## src/rtl/dcsf_pkg.sv

```systemverilog
/*
 * Shared constants and types of the 9-bit first-in first-out buffer core.
 * Assumes one system clock and an APB master that uses byte addresses.
 */
`default_nettype none

package dcsf_pkg;

    // Data path and depth
    localparam int DATA_W = 9;
    localparam int DEPTH_DEF = 64;
    localparam int OFS_W = 14;

    // APB register map, byte addresses
    localparam int APB_AW = 8;
    localparam logic [APB_AW-1:0] REG_STATUS = 8'h00;
    localparam logic [APB_AW-1:0] REG_EMPTY_OFS = 8'h04;
    localparam logic [APB_AW-1:0] REG_FULL_OFS = 8'h08;
    localparam logic [APB_AW-1:0] REG_WR_LEVEL = 8'h0C;
    localparam logic [APB_AW-1:0] REG_RD_LEVEL = 8'h10;
    localparam logic [APB_AW-1:0] REG_CTRL = 8'h14;

    // Status register field positions
    localparam int ST_FLAGS_LSB = 0;
    localparam int ST_FLAGS_W = 5;
    localparam int ST_OVERRUN_BIT = 8;
    localparam int ST_UNDERRUN_BIT = 9;

    // Control register field positions
    localparam int CTRL_FLUSH_BIT = 0;

    // Reset values
    localparam logic [OFS_W-1:0] EMPTY_OFS_RST = 14'h0007;
    localparam logic [OFS_W-1:0] FULL_OFS_RST = 14'h0007;
    localparam logic [4:0] FLAGS_RST = 5'h03;
    localparam logic [31:0] PRDATA_RST = 32'h0000_0000;

    // Flag group, all flags active low except the mode bit
    typedef struct packed {
        logic dualWr;
        logic almostEmptyN;
        logic emptyN;
        logic almostFullN;
        logic fullN;
    } dcsf_flags_t;

    // APB request from the master
    typedef struct packed {
        logic psel;
        logic penable;
        logic pwrite;
        logic [APB_AW-1:0] paddr;
        logic [31:0] pwdata;
    } dcsf_apb_req_t;

endpackage

`default_nettype wire

```

## src/rtl/dcsf_core.sv

```systemverilog
/*
 * First-in first-out buffer core with write port, read port, four status
 * flags, pin-selected write configuration and an APB register slave.
 * Assumes write and read ports share core_clk and that all inputs are
 * synchronous to it; the tri-state driver sits outside, fed by rdDataOe.
 */
`default_nettype none

// Contract
// (RL1) Reset returns both read and write pointers to the first location.
// (RL2) Outside logic resets the buffer after power-up before writing.
// (RL3) Reset drives full and almost-full high, empty and almost-empty low.
// (RL4) Reset zeroes the output register and loads default flag offsets.
// (RL5) Input and output data paths are nine bits wide.
// (RL6) In programmable-flag configuration the first write enable alone gates writes.
// (RL7) Words are stored sequentially, independent of concurrent reads.
// (RL8) With the write enable high nothing new is written.
// (RL9) Dual-write-enable configuration gates writes with two enables.
// (RL10) Full buffer drives full flag low and ignores write enables.
// (RL11) A completed read on a full buffer releases the full flag.
// (RL12) Full and almost-full flags change only on write-clock edges.
// (RL13) Works with coincident or asynchronous read and write clocks; here both sides run on core_clk only.
// (RL14) Both read enables low loads the next word into the output register.
// (RL15) Either read enable high holds the output register.
// (RL16) Empty buffer drives empty flag low and ignores read enables.
// (RL17) A write into an empty buffer raises the empty flag.
// (RL18) Empty and almost-empty flags change only on read-clock edges.
// (RL19) Second enable level during reset selects dual-enable or programmable-flag mode.
// (RL20) Output enable high floats the data bus, low drives the output register.
// (RL21) Default almost-full flag goes low seven words short of full.
// (RL22) Default almost-empty flag stays low until more than seven words are held.
// (RL23) Depth is a parameter from 64 to 8192 with derived pointer widths.
// (RL24) Pointers cross between sides Gray-coded through synchronisers.
module dcsf_core
    import dcsf_pkg::*;
#(
    parameter int DEPTH = DEPTH_DEF,
    parameter int DW = DATA_W
) (
    // Clock, reset, enable
    input wire logic core_clk,
    input wire logic rst,
    input wire logic ce,
    // Device control pins
    input wire logic resetNIn,
    input wire logic wrEnFirstN,
    input wire logic wrEnSecondOrLoad,
    input wire logic rdEnAN,
    input wire logic rdEnBN,
    input wire logic outEnN,
    // Data
    input wire logic [DW-1:0] wrDataIn,
    output logic [DW-1:0] rdDataOut,
    output logic rdDataOe,
    // Flags
    output logic fullFlagN,
    output logic almostFullFlagN,
    output logic emptyFlagN,
    output logic almostEmptyFlagN,
    // APB slave
    input wire dcsf_apb_req_t apbReq,
    output logic [31:0] prdata,
    output logic pready,
    output logic pslverr
);

    localparam int AW = $clog2(DEPTH); // RL23
    localparam logic [AW:0] DEPTH_CNT = (AW + 1)'(DEPTH);

    typedef logic [AW:0] dcsf_ptr_t;

    function automatic dcsf_ptr_t bin2gray(input dcsf_ptr_t b);
        return b ^ (b >> 1);
    endfunction

    function automatic dcsf_ptr_t gray2bin(input dcsf_ptr_t g);
        dcsf_ptr_t b;
        b[AW] = g[AW];
        for (int i = AW - 1; i >= 0; i--) begin
            b[i] = b[i + 1] ^ g[i];
        end
        return b;
    endfunction

    // Level plus offset reaches the depth
    function automatic logic reachesFull(input dcsf_ptr_t lvl, input logic [OFS_W-1:0] ofs);
        logic [OFS_W:0] sum;
        sum = (OFS_W + 1)'(lvl) + (OFS_W + 1)'(ofs);
        return sum >= (OFS_W + 1)'(DEPTH);
    endfunction

    function automatic logic [31:0] widen(input dcsf_ptr_t lvl);
        return 32'(lvl);
    endfunction

    // Storage and pointers
    logic [DW-1:0] mem [DEPTH];
    dcsf_ptr_t wrPtr;
    dcsf_ptr_t wrGray;
    dcsf_ptr_t rdPtr;
    dcsf_ptr_t rdGray;
    dcsf_ptr_t rdGraySync1;
    dcsf_ptr_t rdGraySync2;
    dcsf_ptr_t wrGraySync1;
    dcsf_ptr_t wrGraySync2;
    dcsf_ptr_t next_wrPtr;
    dcsf_ptr_t next_rdPtr;
    dcsf_ptr_t wrLevel;
    dcsf_ptr_t rdLevel;

    // Control and configuration
    logic devRst;
    logic flushReq;
    logic fifoRst;
    logic dualWr;
    logic wrGate;
    logic wrAccept;
    logic rdGate;
    logic rdAccept;
    logic overrun;
    logic underrun;
    logic [OFS_W-1:0] emptyOfs;
    logic [OFS_W-1:0] fullOfs;
    dcsf_flags_t flags;

    // APB decode
    logic apbSetup;
    logic apbAccess;
    logic apbWrite;
    logic errReg;
    logic addrHit;
    logic [31:0] rdMux;

    // Pin reset, system reset, flush
    assign devRst = rst | ~resetNIn;
    assign fifoRst = devRst | flushReq;

    // Configuration caught while reset is held
    always_ff @(posedge core_clk) begin
        if (ce && devRst) begin
            dualWr <= wrEnSecondOrLoad; // RL19
        end
    end

    // Write gating
    always_comb begin
        if (dualWr) begin
            wrGate = ~wrEnFirstN & wrEnSecondOrLoad; // RL9
        end else begin
            wrGate = ~wrEnFirstN; // RL6
        end
    end

    assign wrAccept = wrGate & fullFlagN; // RL10 RL8
    assign next_wrPtr = wrPtr + dcsf_ptr_t'(wrAccept);

    // Write pointer, binary and Gray
    always_ff @(posedge core_clk) begin
        if (ce) begin
            if (fifoRst) begin
                wrPtr <= '0; // RL1
                wrGray <= '0;
            end else begin
                wrPtr <= next_wrPtr; // RL7
                wrGray <= bin2gray(next_wrPtr); // RL24
            end
        end
    end

    // Storage write, data held outside accepted cycles
    always_ff @(posedge core_clk) begin
        if (ce && !fifoRst && wrAccept) begin
            mem[wrPtr[AW-1:0]] <= wrDataIn; // RL5 RL7 RL8
        end
    end

    // Read pointer into the write side
    always_ff @(posedge core_clk) begin
        if (ce) begin
            if (fifoRst) begin
                rdGraySync1 <= '0;
                rdGraySync2 <= '0;
            end else begin
                rdGraySync1 <= rdGray; // RL24
                rdGraySync2 <= rdGraySync1; // RL13
            end
        end
    end

    assign wrLevel = next_wrPtr - gray2bin(rdGraySync2);

    // Write-side flags
    always_ff @(posedge core_clk) begin
        if (ce) begin
            if (fifoRst) begin
                fullFlagN <= 1'b1; // RL3
                almostFullFlagN <= 1'b1; // RL3
            end else begin
                fullFlagN <= (wrLevel != DEPTH_CNT); // RL10 RL11 RL12
                almostFullFlagN <= ~reachesFull(wrLevel, fullOfs); // RL21 RL12
            end
        end
    end

    // Read gating
    assign rdGate = ~rdEnAN & ~rdEnBN; // RL14 RL15
    assign rdAccept = rdGate & emptyFlagN; // RL16
    assign next_rdPtr = rdPtr + dcsf_ptr_t'(rdAccept);

    // Read pointer, binary and Gray
    always_ff @(posedge core_clk) begin
        if (ce) begin
            if (fifoRst) begin
                rdPtr <= '0; // RL1
                rdGray <= '0;
            end else begin
                rdPtr <= next_rdPtr;
                rdGray <= bin2gray(next_rdPtr); // RL24
            end
        end
    end

    // Output register
    always_ff @(posedge core_clk) begin
        if (ce) begin
            if (fifoRst) begin
                rdDataOut <= '0; // RL4
            end else if (rdAccept) begin
                rdDataOut <= mem[rdPtr[AW-1:0]]; // RL14 RL5
            end
        end
    end

    assign rdDataOe = ~outEnN; // RL20

    // Write pointer into the read side
    always_ff @(posedge core_clk) begin
        if (ce) begin
            if (fifoRst) begin
                wrGraySync1 <= '0;
                wrGraySync2 <= '0;
            end else begin
                wrGraySync1 <= wrGray; // RL24
                wrGraySync2 <= wrGraySync1; // RL13
            end
        end
    end

    assign rdLevel = gray2bin(wrGraySync2) - next_rdPtr;

    // Read-side flags
    always_ff @(posedge core_clk) begin
        if (ce) begin
            if (fifoRst) begin
                emptyFlagN <= 1'b0; // RL3
                almostEmptyFlagN <= 1'b0; // RL3
            end else begin
                emptyFlagN <= (rdLevel != '0); // RL16 RL17 RL18
                almostEmptyFlagN <= (OFS_W'(rdLevel) > emptyOfs); // RL22 RL18
            end
        end
    end

    assign flags = '{dualWr: dualWr, almostEmptyN: almostEmptyFlagN, emptyN: emptyFlagN,
                     almostFullN: almostFullFlagN, fullN: fullFlagN};

    // APB phases
    assign apbSetup = apbReq.psel & ~apbReq.penable;
    assign apbAccess = apbReq.psel & apbReq.penable;
    assign apbWrite = apbAccess & apbReq.pwrite & ce & addrHit;
    assign pready = apbAccess & ce;
    assign pslverr = apbAccess & ce & errReg;

    always_comb begin
        addrHit = 1'b1;
        rdMux = PRDATA_RST;
        unique case (apbReq.paddr)
            REG_STATUS: begin
                rdMux[ST_FLAGS_LSB +: ST_FLAGS_W] = flags;
                rdMux[ST_OVERRUN_BIT] = overrun;
                rdMux[ST_UNDERRUN_BIT] = underrun;
            end
            REG_EMPTY_OFS: rdMux = 32'(emptyOfs);
            REG_FULL_OFS: rdMux = 32'(fullOfs);
            REG_WR_LEVEL: rdMux = widen(wrPtr - gray2bin(rdGraySync2));
            REG_RD_LEVEL: rdMux = widen(gray2bin(wrGraySync2) - rdPtr);
            REG_CTRL: rdMux = PRDATA_RST;
            default: addrHit = 1'b0;
        endcase
    end

    // Read data and error captured in the setup cycle
    always_ff @(posedge core_clk) begin
        if (ce) begin
            if (rst) begin
                prdata <= PRDATA_RST;
                errReg <= 1'b0;
            end else if (apbSetup) begin
                prdata <= rdMux;
                errReg <= ~addrHit;
            end
        end
    end

    // Flag offsets
    always_ff @(posedge core_clk) begin
        if (ce) begin
            if (devRst) begin
                emptyOfs <= EMPTY_OFS_RST; // RL4
                fullOfs <= FULL_OFS_RST; // RL4
            end else if (apbWrite && apbReq.paddr == REG_EMPTY_OFS) begin
                emptyOfs <= apbReq.pwdata[OFS_W-1:0];
            end else if (apbWrite && apbReq.paddr == REG_FULL_OFS) begin
                fullOfs <= apbReq.pwdata[OFS_W-1:0];
            end
        end
    end

    // Flush pulse for one cycle
    always_ff @(posedge core_clk) begin
        if (ce) begin
            if (devRst) begin
                flushReq <= 1'b0;
            end else begin
                flushReq <= apbWrite && apbReq.paddr == REG_CTRL && apbReq.pwdata[CTRL_FLUSH_BIT];
            end
        end
    end

    // Refused-access sticky bits, set wins over write-one-to-clear
    always_ff @(posedge core_clk) begin
        if (ce) begin
            if (devRst) begin
                overrun <= 1'b0;
                underrun <= 1'b0;
            end else begin
                if (wrGate && !fullFlagN) begin
                    overrun <= 1'b1;
                end else if (apbWrite && apbReq.paddr == REG_STATUS && apbReq.pwdata[ST_OVERRUN_BIT]) begin
                    overrun <= 1'b0;
                end
                if (rdGate && !emptyFlagN) begin
                    underrun <= 1'b1;
                end else if (apbWrite && apbReq.paddr == REG_STATUS && apbReq.pwdata[ST_UNDERRUN_BIT]) begin
                    underrun <= 1'b0;
                end
            end
        end
    end

endmodule // dcsf_core

`default_nettype wire

```

## config.mk

```make
export PLATFORM = sky130hd
export DESIGN_NAME = dcsf_core
export DESIGN_NICKNAME = d
export VERILOG_FILES = /design/src/rtl/dcsf_pkg.sv /design/src/rtl/dcsf_core.sv
export SDC_FILE = /design/constraint.sdc
export NUM_CORES = 1
export LEC_CHECK = 0
export BUFFER_PORTS_ARGS = -buffer_cell sky130_fd_sc_hd__buf_2
export CORE_MARGIN = 2
export CORE_UTILIZATION = 56
export DETAILED_ROUTE_END_ITERATION = 7
export PLACE_DENSITY = 0.73
export SLEW_MARGIN = 25
export SYNTH_ARGS = -nofsm -noshare
export SYNTH_HDL_FRONTEND = slang
export SYNTH_SLANG_ARGS = --single-unit
```

## constraint.sdc

```tcl
create_clock -name core_clk -period 4.9 [get_ports core_clk]
set_input_delay 0.735 -clock core_clk [delete_from_list [all_inputs] [get_ports core_clk]]
set_output_delay 0.735 -clock core_clk [all_outputs]
set_load 0.03 [all_outputs]
```

==> impl_metrics.tcl, run 1 <==
set metrics [dict create \
    hold_path_class "in2reg" \
    area_growth_pct 11.9 \
    viasPerCell 6.06 \
    slew_viol_final 0 \
    io_buffer_count 72 \
    yosys-mux-area-fraction 0.151 \
    use_met3 0.0655 \
    crit_type "reg2reg" \
    tightest_slew_ns 1.13 \
    cp_num_buf_inv 1 \
    setup_viol 0 \
    grt_busiest_layer "met2" \
    die_w_um 231 \
    cp_slowest_cell "or4_1" \
    reg2reg_depth 19 \
    layout-drive-gt1-share 0.245 \
    synth_edf_count 690 \
    synthAdderAreaFrac 0.0212 \
    antenna_found_initial 3 \
    hold_slack_ns 0.317 \
    max_freq_mhz 217 \
    coreArea_sq_mm 0.0511 \
    cts-root-buf "clkbuf_16" \
    use_met2 0.371 \
    cp_max_fo 2 \
    synth-async-reset-ratio 0 \
    dieArea_sq_mm 0.0532 \
    synth_compound_area_frac 0.0215 \
    clk_pin_slew_ns 0.06 \
    final.min_clock_period_ns 4.61 \
    dr.pass1.iters 5 \
    ys_warn_count 0 \
    synth_top_area_share 0.720 \
    setup_tns_ns 0 \
    grt.total_usage 0.239 \
    worst-path-stages 19 \
    post-dp-hpwl_um 37700 \
    wl_um 61700 \
    cts_hold_buf 0 \
    synthCells 1507 \
    met1_usage 0.341 \
    synth_common_cells "690 x edfxtp_1, 182 x mux4_2, 131 x nor2_1, 45 x and2_1, 44 x xnor2_1" \
    grt_max_degree 145 \
    insertion_delay_ns 0.62 \
    clock_skew_ns 0.0294 \
    start_util 0.563 \
    synth_sequential_area_ratio 0.720 \
    drt_drc_violations_left 0 \
    start_kind "flip-flop" \
    cp_top_family "adder cells" \
    cts_buffers 71 \
    grt_pass1_wl_um 92300 \
    synth_top_family_by_area "multiplexers" \
    ys_ff_latch 690 \
    routedWlPerCell_um 26.0 \
    fp.dieH_um 231 \
    grt-ovfl-total 0 \
    p_per_area_mw_per_mm2 395 \
    vias 14342 \
    path_cells "xnor2_4, xor2_2, xnor2_2, xor2_1, xnor2_1, ha_2, fa_2, inv_1, a21oi_1, maj3_1, xnor2_1, ha_1, a21oi_1, nor3b_2, o21ai_0, o21ai_1, nor3_1, or4_1, o31ai_1" \
    hold_depth 1 \
    status "completed" \
    yosysMostFrequentCell "edfxtp_1" \
    hold_viol 0 \
    synth_area_leader_cell "edfxtp_1" \
    leakagePower_nw 10.5 \
    rows 83 \
    place_congestion 0.862 \
    max-vdd-ir-drop_mv 0.473 \
    ys_types 52 \
    ios 109 \
    drt-initial-drc-count 1839 \
    fill_cells 3525 \
    synth_area_sq_mm 0.0288 \
    cap_viol_max_count 0 \
    cts.sinks 690 \
    cts_tree "built" \
    finalNetCount 1736 \
    yosys.area_share.simple 0.0452 \
    period_share 0.942 \
    relSlewSlack 0.249 \
    end_kind "flip-flop" \
    synth_xor_area_frac 0.0206 \
    yosys-top-cells-area "edfxtp_1 72%, mux4_2 14%, ha_1 1.7%" \
    max_stage_delay_ns 0.50 \
    crit_arrival_ns 5.04 \
    avgSynthCellArea_sq_um 19.1 \
    synthFlopType "edfxtp_1" \
    critPathRequiredTime_ns 5.33 \
    postRouteAntennaNets 0 \
    grt_pass1_vias 14451 \
    htree_num_levels 3 \
    clock_path_buffers 3 \
]
[metrics by stage]
| step | setup slack [ns] | cell area, sq um | instances | power (mW) | utilization |
|---|---|---|---|---|---|
| after floorplan | 0.00527 | 28800 | 1524 | 7.44 | - |
| after global placement | 0.116 | 30000 | 2234 | 7.78 | 0.586 |
| after detailed placement | 0.0256 | 30000 | 2234 | 7.81 | 0.586 |
| after CTS | 0.0507 | 32100 | 2363 | 12.8 | 0.629 |
| after global routing | -0.00582 | 32200 | 2367 | 13.1 | 0.630 |
| final | 0.285 | 32200 | 2368 | 12.7 | 0.630 |
[cell families after synthesis]
logic type,count (synthesis)
flops,690
buf+inv,121
other cells,1
compound gates,99
simple gates,277
fa+ha+maj,47
mux,207
xor+xnor,65
[routing by layer]
layer  part of all wire  up-vias
met1               0.41     7388
met5            0.00068        -
met2               0.48      623
met4              0.023        6
met3              0.090       99
li1                   -     6226
[flip-flops by register name, summed over array words and instances, names as in the netlist]
| name | cells |
|---|---|
| underrun | 1 |
| wrPtr | 7 |
| rdDataOut | 9 |
| errReg | 1 |
| wrGray | 6 |
| rdGraySync2 | 7 |
| wrGraySync2 | 7 |
| rdGraySync1 | 7 |
| dualWr | 1 |
| fullFlagN | 1 |
| emptyOfs | 14 |
| mem | 576 |
| rdGray | 6 |
| overrun | 1 |
| emptyFlagN | 1 |
| wrGraySync1 | 7 |
| almostFullFlagN | 1 |
| prdata | 14 |
| almostEmptyFlagN | 1 |
| flushReq | 1 |
| rdPtr | 7 |
| fullOfs | 14 |
[cell usage in the layout, fill, tap and decap left out, types with 34 or more instances in the layout]
master / instances
edfxtp_1: 690
mux4_2: 182
nor2_1: 128
clkbuf_16: 71
buf_2: 67
and2_1: 45
buf_4: 44
xnor2_1: 43
inv_1: 40
ha_1: 39
nand2_1: 34
[worst reg2reg max path: stages (launching register included)]
cell,delay [ns]
edfxtp_1,0.46
xnor2_4,0.24
xor2_2,0.23
xnor2_2,0.16
xor2_1,0.24
xnor2_1,0.14
ha_2,0.23
fa_2,0.40
inv_1,0.06
a21oi_1,0.06
maj3_1,0.39
xnor2_1,0.20
ha_1,0.28
a21oi_1,0.15
nor3b_2,0.21
o21ai_0,0.11
o21ai_1,0.13
nor3_1,0.08
or4_1,0.50
o31ai_1,0.19
[final timing paths]
check                                     from                            end  slack [ns]
setup reg to reg  rdGraySync2[5]$_SDFFCE_PP0P_  almostFullFlagN$_SDFFCE_PP1P_        0.29
setup / recovery  rdGraySync2[5]$_SDFFCE_PP0P_  almostFullFlagN$_SDFFCE_PP1P_        0.29
hold / removal                wrEnSecondOrLoad               dualWr$_DFFE_PP_        0.32
hold reg to reg   wrGraySync1[0]$_SDFFCE_PP0P_   wrGraySync2[0]$_SDFFCE_PP0P_        0.51
[power by group]
| group | leakage (nW) | total [mW] | internal, mW | switching [mW] |
|---|---|---|---|---|
| combinational | 3.19 | 1.11 | 0.461 | 0.653 |
| clock | 1.05 | 5.01 | 2.79 | 2.22 |
| sequential | 6.31 | 6.60 | 6.55 | 0.0447 |
[final cells by class]
cell class | instances | area, sq um | area share
antenna | 1 | 2.50 | 0.0000778
clock buffer | 82 | 1820 | 0.0565
tap | 680 | 851 | 0.0264
multi-input combinational | 713 | 7580 | 0.235
inverter | 41 | 155 | 0.00482
timing repair buffer | 114 | 726 | 0.0225
sequential | 690 | 20700 | 0.644
clock inverter | 47 | 334 | 0.0104
[repair_timing]
action                                  in CTS  in global routing
buffers inserted                             0                  4
resized for setup                            1                  4
endpoints found under the setup margin       1                  1
pin swaps                                    0                  4
Note: power is estimated with default switching activity, not from simulation.
==> inputs of run 2 (changes only) <==
--- a/config.mk
+++ b/config.mk
@@ -7,9 +7,9 @@
 export LEC_CHECK = 0
 export BUFFER_PORTS_ARGS = -buffer_cell sky130_fd_sc_hd__buf_2
 export CORE_MARGIN = 2
-export CORE_UTILIZATION = 56
+export CORE_UTILIZATION = 55
 export DETAILED_ROUTE_END_ITERATION = 7
-export PLACE_DENSITY = 0.73
+export PLACE_DENSITY = 0.72
 export SLEW_MARGIN = 25
 export SYNTH_ARGS = -nofsm -noshare
 export SYNTH_HDL_FRONTEND = slang
==> run 2 against run 1 <==
Effect of this change: critical path depth unchanged; register-to-register slack worse by 0.03 ns; sequential share of layout area shrank 0.33 points; clock power rose by 4%; largest cell class unchanged.
==> impl_metrics.tcl, run 2 (synthesis results as in run 1) <==
set metrics [dict create \
    leakagePower_nw 10.6 \
    setup_tns_ns 0 \
    dr.pass1.iters 5 \
    max-vdd-ir-drop_mv 0.363 \
    drt_drc_violations_left 0 \
    grt-ovfl-total 0 \
    vias 14497 \
    diodes 0 \
    crit_type "reg2reg" \
    hold_path_class "in2reg" \
    finalPower_mw 12.9 \
    cp_top_family "XOR/XNOR gates" \
    fill_cells 3533 \
    cts_tree "built" \
    rsz0062_at_grt "false" \
    antenna_found_initial 0 \
    layout_setup_ws_ns 0.254 \
    post_dp_cell_area_sq_mm 0.0300 \
    start_kind "flip-flop" \
    cts.sinks 690 \
    place_congestion 0.870 \
    dieArea_sq_mm 0.0541 \
    final_cell_mix "690 x edfxtp_1, 182 x mux4_2, 128 x nor2_1" \
    io_buffer_count 72 \
    max_stage_delay_ns 0.49 \
    insertion_delay_ns 0.61 \
    largest_reg_flops 576 \
    clk_pin_slew_ns 0.06 \
    cap_viol_max_count 0 \
    fp.dieH_um 233 \
    die_w_um 233 \
    relSlewSlack 0.351 \
    critPathRequiredTime_ns 5.31 \
    post-dp-hpwl_um 38400 \
    period_share 0.948 \
    hold_viol 0 \
    r2r-start "rdGraySync2[4]$_SDFFCE_PP0P_" \
    preCtsSetupSlack_ns -0.137 \
    crit_arrival_ns 5.06 \
    cp_num_buf_inv 1 \
    end_kind "flip-flop" \
    wl_um 62800 \
    status "completed" \
    p_per_area_mw_per_mm2 399 \
    slew_viol_final 0 \
    postRouteAntennaNets 0 \
    cts_buffers 71 \
    clock_path_buffers 3 \
    clock_skew_ns 0.0273 \
    max_freq_mhz 215 \
    coreArea_sq_mm 0.0515 \
    viasPerCell 6.11 \
    area_growth_pct 12.5 \
    path_common_cell "xnor2_2" \
    grt_pass1_wl_um 94000 \
    worstHoldStart "wrEnSecondOrLoad" \
    final.min_clock_period_ns 4.65 \
    path_cells "xnor2_2, xor2_2, xnor2_2, xor2_2, xnor2_2, ha_2, fa_2, inv_1, a21oi_1, maj3_2, o21bai_1, a21oi_1, xnor2_1, ha_2, o21a_1, o21ai_2, nor3_1, or4_1, o31ai_1" \
    cp_slowest_cell "or4_1" \
    cts_hold_buf 0 \
    routedWlPerCell_um 26.4 \
    cp-startpoint "rdGraySync2[4]$_SDFFCE_PP0P_" \
    setup_viol 0 \
    rows 83 \
    drt-initial-drc-count 1457 \
    finalNetCount 1747 \
    cp_max_fo 2 \
    final_area_sq_mm 0.0323 \
    ios 109 \
    hold_slack_ns 0.344 \
    tightest_slew_ns 0.970 \
    grt.total_usage 0.240 \
    grt_pass1_vias 14695 \
    layout_commonest_cell "edfxtp_1" \
    grt_max_degree 145 \
    cts-root-buf "clkbuf_16" \
    htree_num_levels 3 \
    layout-drive-gt1-share 0.249 \
    start_util 0.558 \
]
==> run 2: cell types whose count changed in the layout (fill, tap and decap cells not counted), sizes merged <==
cell and delta:
buf +11, diode -1, clkinv -16, bufinv +4, clkbuf +6, inv +2
==> run 2: repair_timing <==
action | 4_1_cts | 5_1_grt
pin swaps | 3 | 11
setup endpoints to repair | 1 | 1
gates resized for setup | 2 | 9
setup buffers | 2 | 3
==> run 2: where the power goes <==
part	switching (mW)	total (mW)	internal, mW
clock network	2.16	5.20	3.04
registers	0.0460	6.60	6.55
logic	0.654	1.11	0.460
total	2.86	12.9	10.1
==> run 2: worst paths after layout <==
path | end | slack, ns | depth (start not counted)
max | almostFullFlagN$_SDFFCE_PP1P_ | 0.25 | 19
min | dualWr$_DFFE_PP_ | 0.34 | 1
max reg2reg | almostFullFlagN$_SDFFCE_PP1P_ | 0.25 | 19
min reg2reg | wrGraySync2[5]$_SDFFCE_PP0P_ | 0.51 | 1
==> run 2: layer usage <==
| metal | vias to the layer above | track usage | part of all wire |
|---|---|---|---|
| li1 | 6243 | - | - |
| met1 | 7578 | 0.338 | 0.40 |
| met2 | 587 | 0.395 | 0.51 |
| met3 | 89 | 0.0388 | 0.072 |
| met4 | 0 | 0.0659 | 0.020 |
| met5 | - | 0 | 0 |
==> run 2: per-stage QoR <==
step	utilization	instances
3_3_place_gp	0.583	2243
4_1_cts	0.626	2370
2_1_floorplan	-	1524
3_5_place_dp	0.583	2243
6_report	0.628	2374
5_1_grt	0.628	2374
==> run 2: worst reg2reg max path, cell delays in order (launching register included) <==
cell	delay [ns]
edfxtp_1	0.43
xnor2_2	0.28
xor2_2	0.24
xnor2_2	0.17
xor2_2	0.23
xnor2_2	0.13
ha_2	0.20
fa_2	0.35
inv_1	0.06
a21oi_1	0.06
maj3_2	0.33
o21bai_1	0.15
a21oi_1	0.09
xnor2_1	0.29
ha_2	0.35
o21a_1	0.12
o21ai_2	0.16
nor3_1	0.07
or4_1	0.49
o31ai_1	0.26
==> run 2: cell type report <==
class                   instances  area [sq um]  share of cell area
clock inverters                37           337              0.0104
well taps                     680           851              0.0263
flip-flops and latches        690         20700               0.641
inverters                      41           154             0.00476
multi-input cells             713          7600               0.235
clock buffers                  88          1880              0.0582
repair buffers                125           806              0.0249
==> inputs of run 3 (changes only) <==
--- a/config.mk
+++ b/config.mk
@@ -5,11 +5,12 @@
 export SDC_FILE = /design/constraint.sdc
 export NUM_CORES = 1
 export LEC_CHECK = 0
+export ABC_AREA = 1
 export BUFFER_PORTS_ARGS = -buffer_cell sky130_fd_sc_hd__buf_2
 export CORE_MARGIN = 2
-export CORE_UTILIZATION = 55
+export CORE_UTILIZATION = 40
 export DETAILED_ROUTE_END_ITERATION = 7
-export PLACE_DENSITY = 0.72
+export PLACE_DENSITY = 0.55
 export SLEW_MARGIN = 25
 export SYNTH_ARGS = -nofsm -noshare
 export SYNTH_HDL_FRONTEND = slang
==> run 3 against run 2 <==
Effect of this change: first-iteration DRC count grew 43%; worst hold slack worse by 0.039 ns; synthesized area is 3.1% higher; non-clock buffer count rose by 58; setup slack improved by 0.13 ns; routed wire length increased by 30%; critical endpoint unchanged.
==> impl_metrics.tcl, run 3 <==
set metrics [dict create \
    status "completed" \
    start_util 0.405 \
    p_sw_frac 0.243 \
    seqPwrFrac 0.516 \
    dr.pass1.iters 5 \
    max_stage_delay_ns 0.47 \
    avgSynthCellArea_sq_um 11.9 \
    cts_buffers 72 \
    ys_warn_count 0 \
    synth-async-reset-ratio 0 \
    synthFlopType "edfxtp_1" \
    clock_path_buffers 3 \
    rows 99 \
    cap_viol_max_count 0 \
    wirelength_met1_um 35700 \
    clock_skew_ns 0.0259 \
    drt_drc_violations_left 0 \
    synth_area_leader_cell "edfxtp_1" \
    placedCellCount 3500 \
    end_kind "flip-flop" \
    crit_type "reg2reg" \
    setup_tns_ns 0 \
    synthCells 2491 \
    fp.dieH_um 276 \
    cp_max_fo 4 \
    cts_hold_buf 0 \
    slew_viol_final 0 \
    yosysMostFrequentCell "edfxtp_1" \
    largest_reg_flops 576 \
    ys_types 54 \
    final_area_sq_mm 0.0337 \
    antenna_found_initial 0 \
    synth_edf_count 690 \
    ys_ff_latch 690 \
    rsz0062_at_grt "false" \
    relSlewSlack 0.329 \
    hold_path_class "in2reg" \
    yosys-top-cells-area "edfxtp_1 70%, nor2_1 6.8%, o21ai_0 6.3%" \
    period_share 0.921 \
    grt.total_usage 0.210 \
    final.min_clock_period_ns 4.51 \
    path_common_cell "nand2_1" \
    preCtsSetupSlack_ns 0.0592 \
    cts.sinks 690 \
    layout_setup_ws_ns 0.387 \
    dr_wl_met3_um 5030 \
    diodes 0 \
    synth_sequential_area_ratio 0.698 \
    cts_tree "built" \
    insertion_delay_ns 0.63 \
    p_comb_frac 0.088 \
    final_cells 3627 \
    max-vdd-ir-drop_mv 0.221 \
    coreArea_sq_mm 0.0732 \
    finalPower_mw 12.8 \
    intPower_mw 9.69 \
    synth_area_sq_mm 0.0297 \
    finalNetCount 2721 \
    layout_commonest_cell "edfxtp_1" \
    setup_viol 0 \
    hold_slack_ns 0.305 \
    cp_slowest_cell "fa_1" \
    utilization 0.460 \
    htree_num_levels 3 \
    fill_cells 6570 \
    synth_common_cells "690 x edfxtp_1, 535 x nor2_1, 371 x o21ai_0, 176 x o22ai_1, 147 x inv_1" \
    post_cts_buffers 0 \
    grt_max_degree 165 \
    critPathRequiredTime_ns 5.40 \
    die_w_um 276 \
    clk_pin_slew_ns 0.06 \
    leakagePower_nw 11.8 \
    power.share.clock 0.396 \
    cp_top_family "simple AND/OR/NAND/NOR gates" \
    synth_top_area_share 0.698 \
    wl_met2_um 38700 \
    post-dp-hpwl_um 49000 \
    area_growth_pct 13.6 \
    hold_viol 0 \
    postRouteAntennaNets 0 \
    switchingPower_mw 3.11 \
    vias 20062 \
    max_freq_mhz 222 \
    drt-initial-drc-count 2088 \
    place_congestion 0.880 \
    grt_pass1_wl_um 122000 \
    ios 109 \
    cts-root-buf "clkbuf_16" \
    p_per_area_mw_per_mm2 380 \
    io_buffer_count 72 \
    crit_arrival_ns 5.02 \
    final_cell_mix "690 x edfxtp_1, 534 x nor2_1, 371 x o21ai_0" \
    routedWlPerCell_um 22.5 \
    grt_pass1_vias 19395 \
    start_kind "flip-flop" \
    tightest_slew_ns 1.01 \
    viasPerCell 5.53 \
    layout-drive-gt1-share 0.121 \
    dieArea_sq_mm 0.0764 \
    wl_um 81400 \
    top_layer_used "met4" \
    cp_num_buf_inv 1 \
    post_dp_cell_area_sq_mm 0.0315 \
    grt-ovfl-total 0 \
]
[run 3: changes by cell type after synthesis, moves of 49 or more]
| cell | before | now |
|---|---|---|
| nor2_1 | 131 | 535 |
| o21ai_0 | 17 | 371 |
| mux4_2 | 182 | 0 |
| o22ai_1 | 11 | 176 |
| inv_1 | 40 | 147 |
| nand2_1 | 34 | 139 |
| clkbuf_1 | 30 | 79 |
[run 3: path summary, 6_finish.rpt]
kind,startpoint,to,slack [ns],depth (start not counted)
max,rdGraySync2[6]$_SDFFCE_PP0P_,almostFullFlagN$_SDFFCE_PP1P_,0.39,27
min,wrEnSecondOrLoad,dualWr$_DFFE_PP_,0.30,1
max reg2reg,rdGraySync2[6]$_SDFFCE_PP0P_,almostFullFlagN$_SDFFCE_PP1P_,0.39,27
min reg2reg,wrGraySync1[2]$_SDFFCE_PP0P_,wrGraySync2[2]$_SDFFCE_PP0P_,0.55,2
[run 3: cells by family after synthesis]
| kind of cell | Yosys count | synth area share |
|---|---|---|
| AOI/OAI and AO/OA | 626 | 0.117 |
| xor gates and xnor gates | 31 | 0.0104 |
| adders and majority gates | 44 | 0.0196 |
| buffers and inverters | 304 | 0.0434 |
| DFF | 690 | 0.698 |
| muxes | 1 | 0.000337 |
| other | 1 | 0.000126 |
| and+or+nand+nor | 794 | 0.111 |
[run 3: power by group through the flow]
stage	combinational [mW]	clock (mW)	sequential, mW
after detailed placement	1.12	0	6.72
after global routing	1.25	5.38	6.60
after floorplan	0.698	0	6.72
after global placement	1.09	0	6.72
after CTS	1.12	5.16	6.60
final	1.13	5.07	6.60
[run 3: final cells by class]
| cell class | count | area (sq um) | area share |
|---|---|---|---|
| clock buffer | 88 | 1880 | 0.0559 |
| clock inverter | 38 | 248 | 0.00735 |
| inverter | 155 | 592 | 0.0176 |
| multi-input combinational | 1514 | 7750 | 0.230 |
| sequential | 690 | 20700 | 0.615 |
| tap | 959 | 1200 | 0.0356 |
| timing repair buffer | 183 | 1310 | 0.0390 |
[run 3: repair_timing]
item,CTS,global route
endpoints found under the setup margin,0,1
hold endpoints to repair,0,0
gates resized for setup,0,3
[run 3: routing by layer]
layer  track usage  up-vias
met1         0.290    10082
met3        0.0282      116
li1              -     9193
met4        0.0659        0
met5             0        -
met2         0.345      671
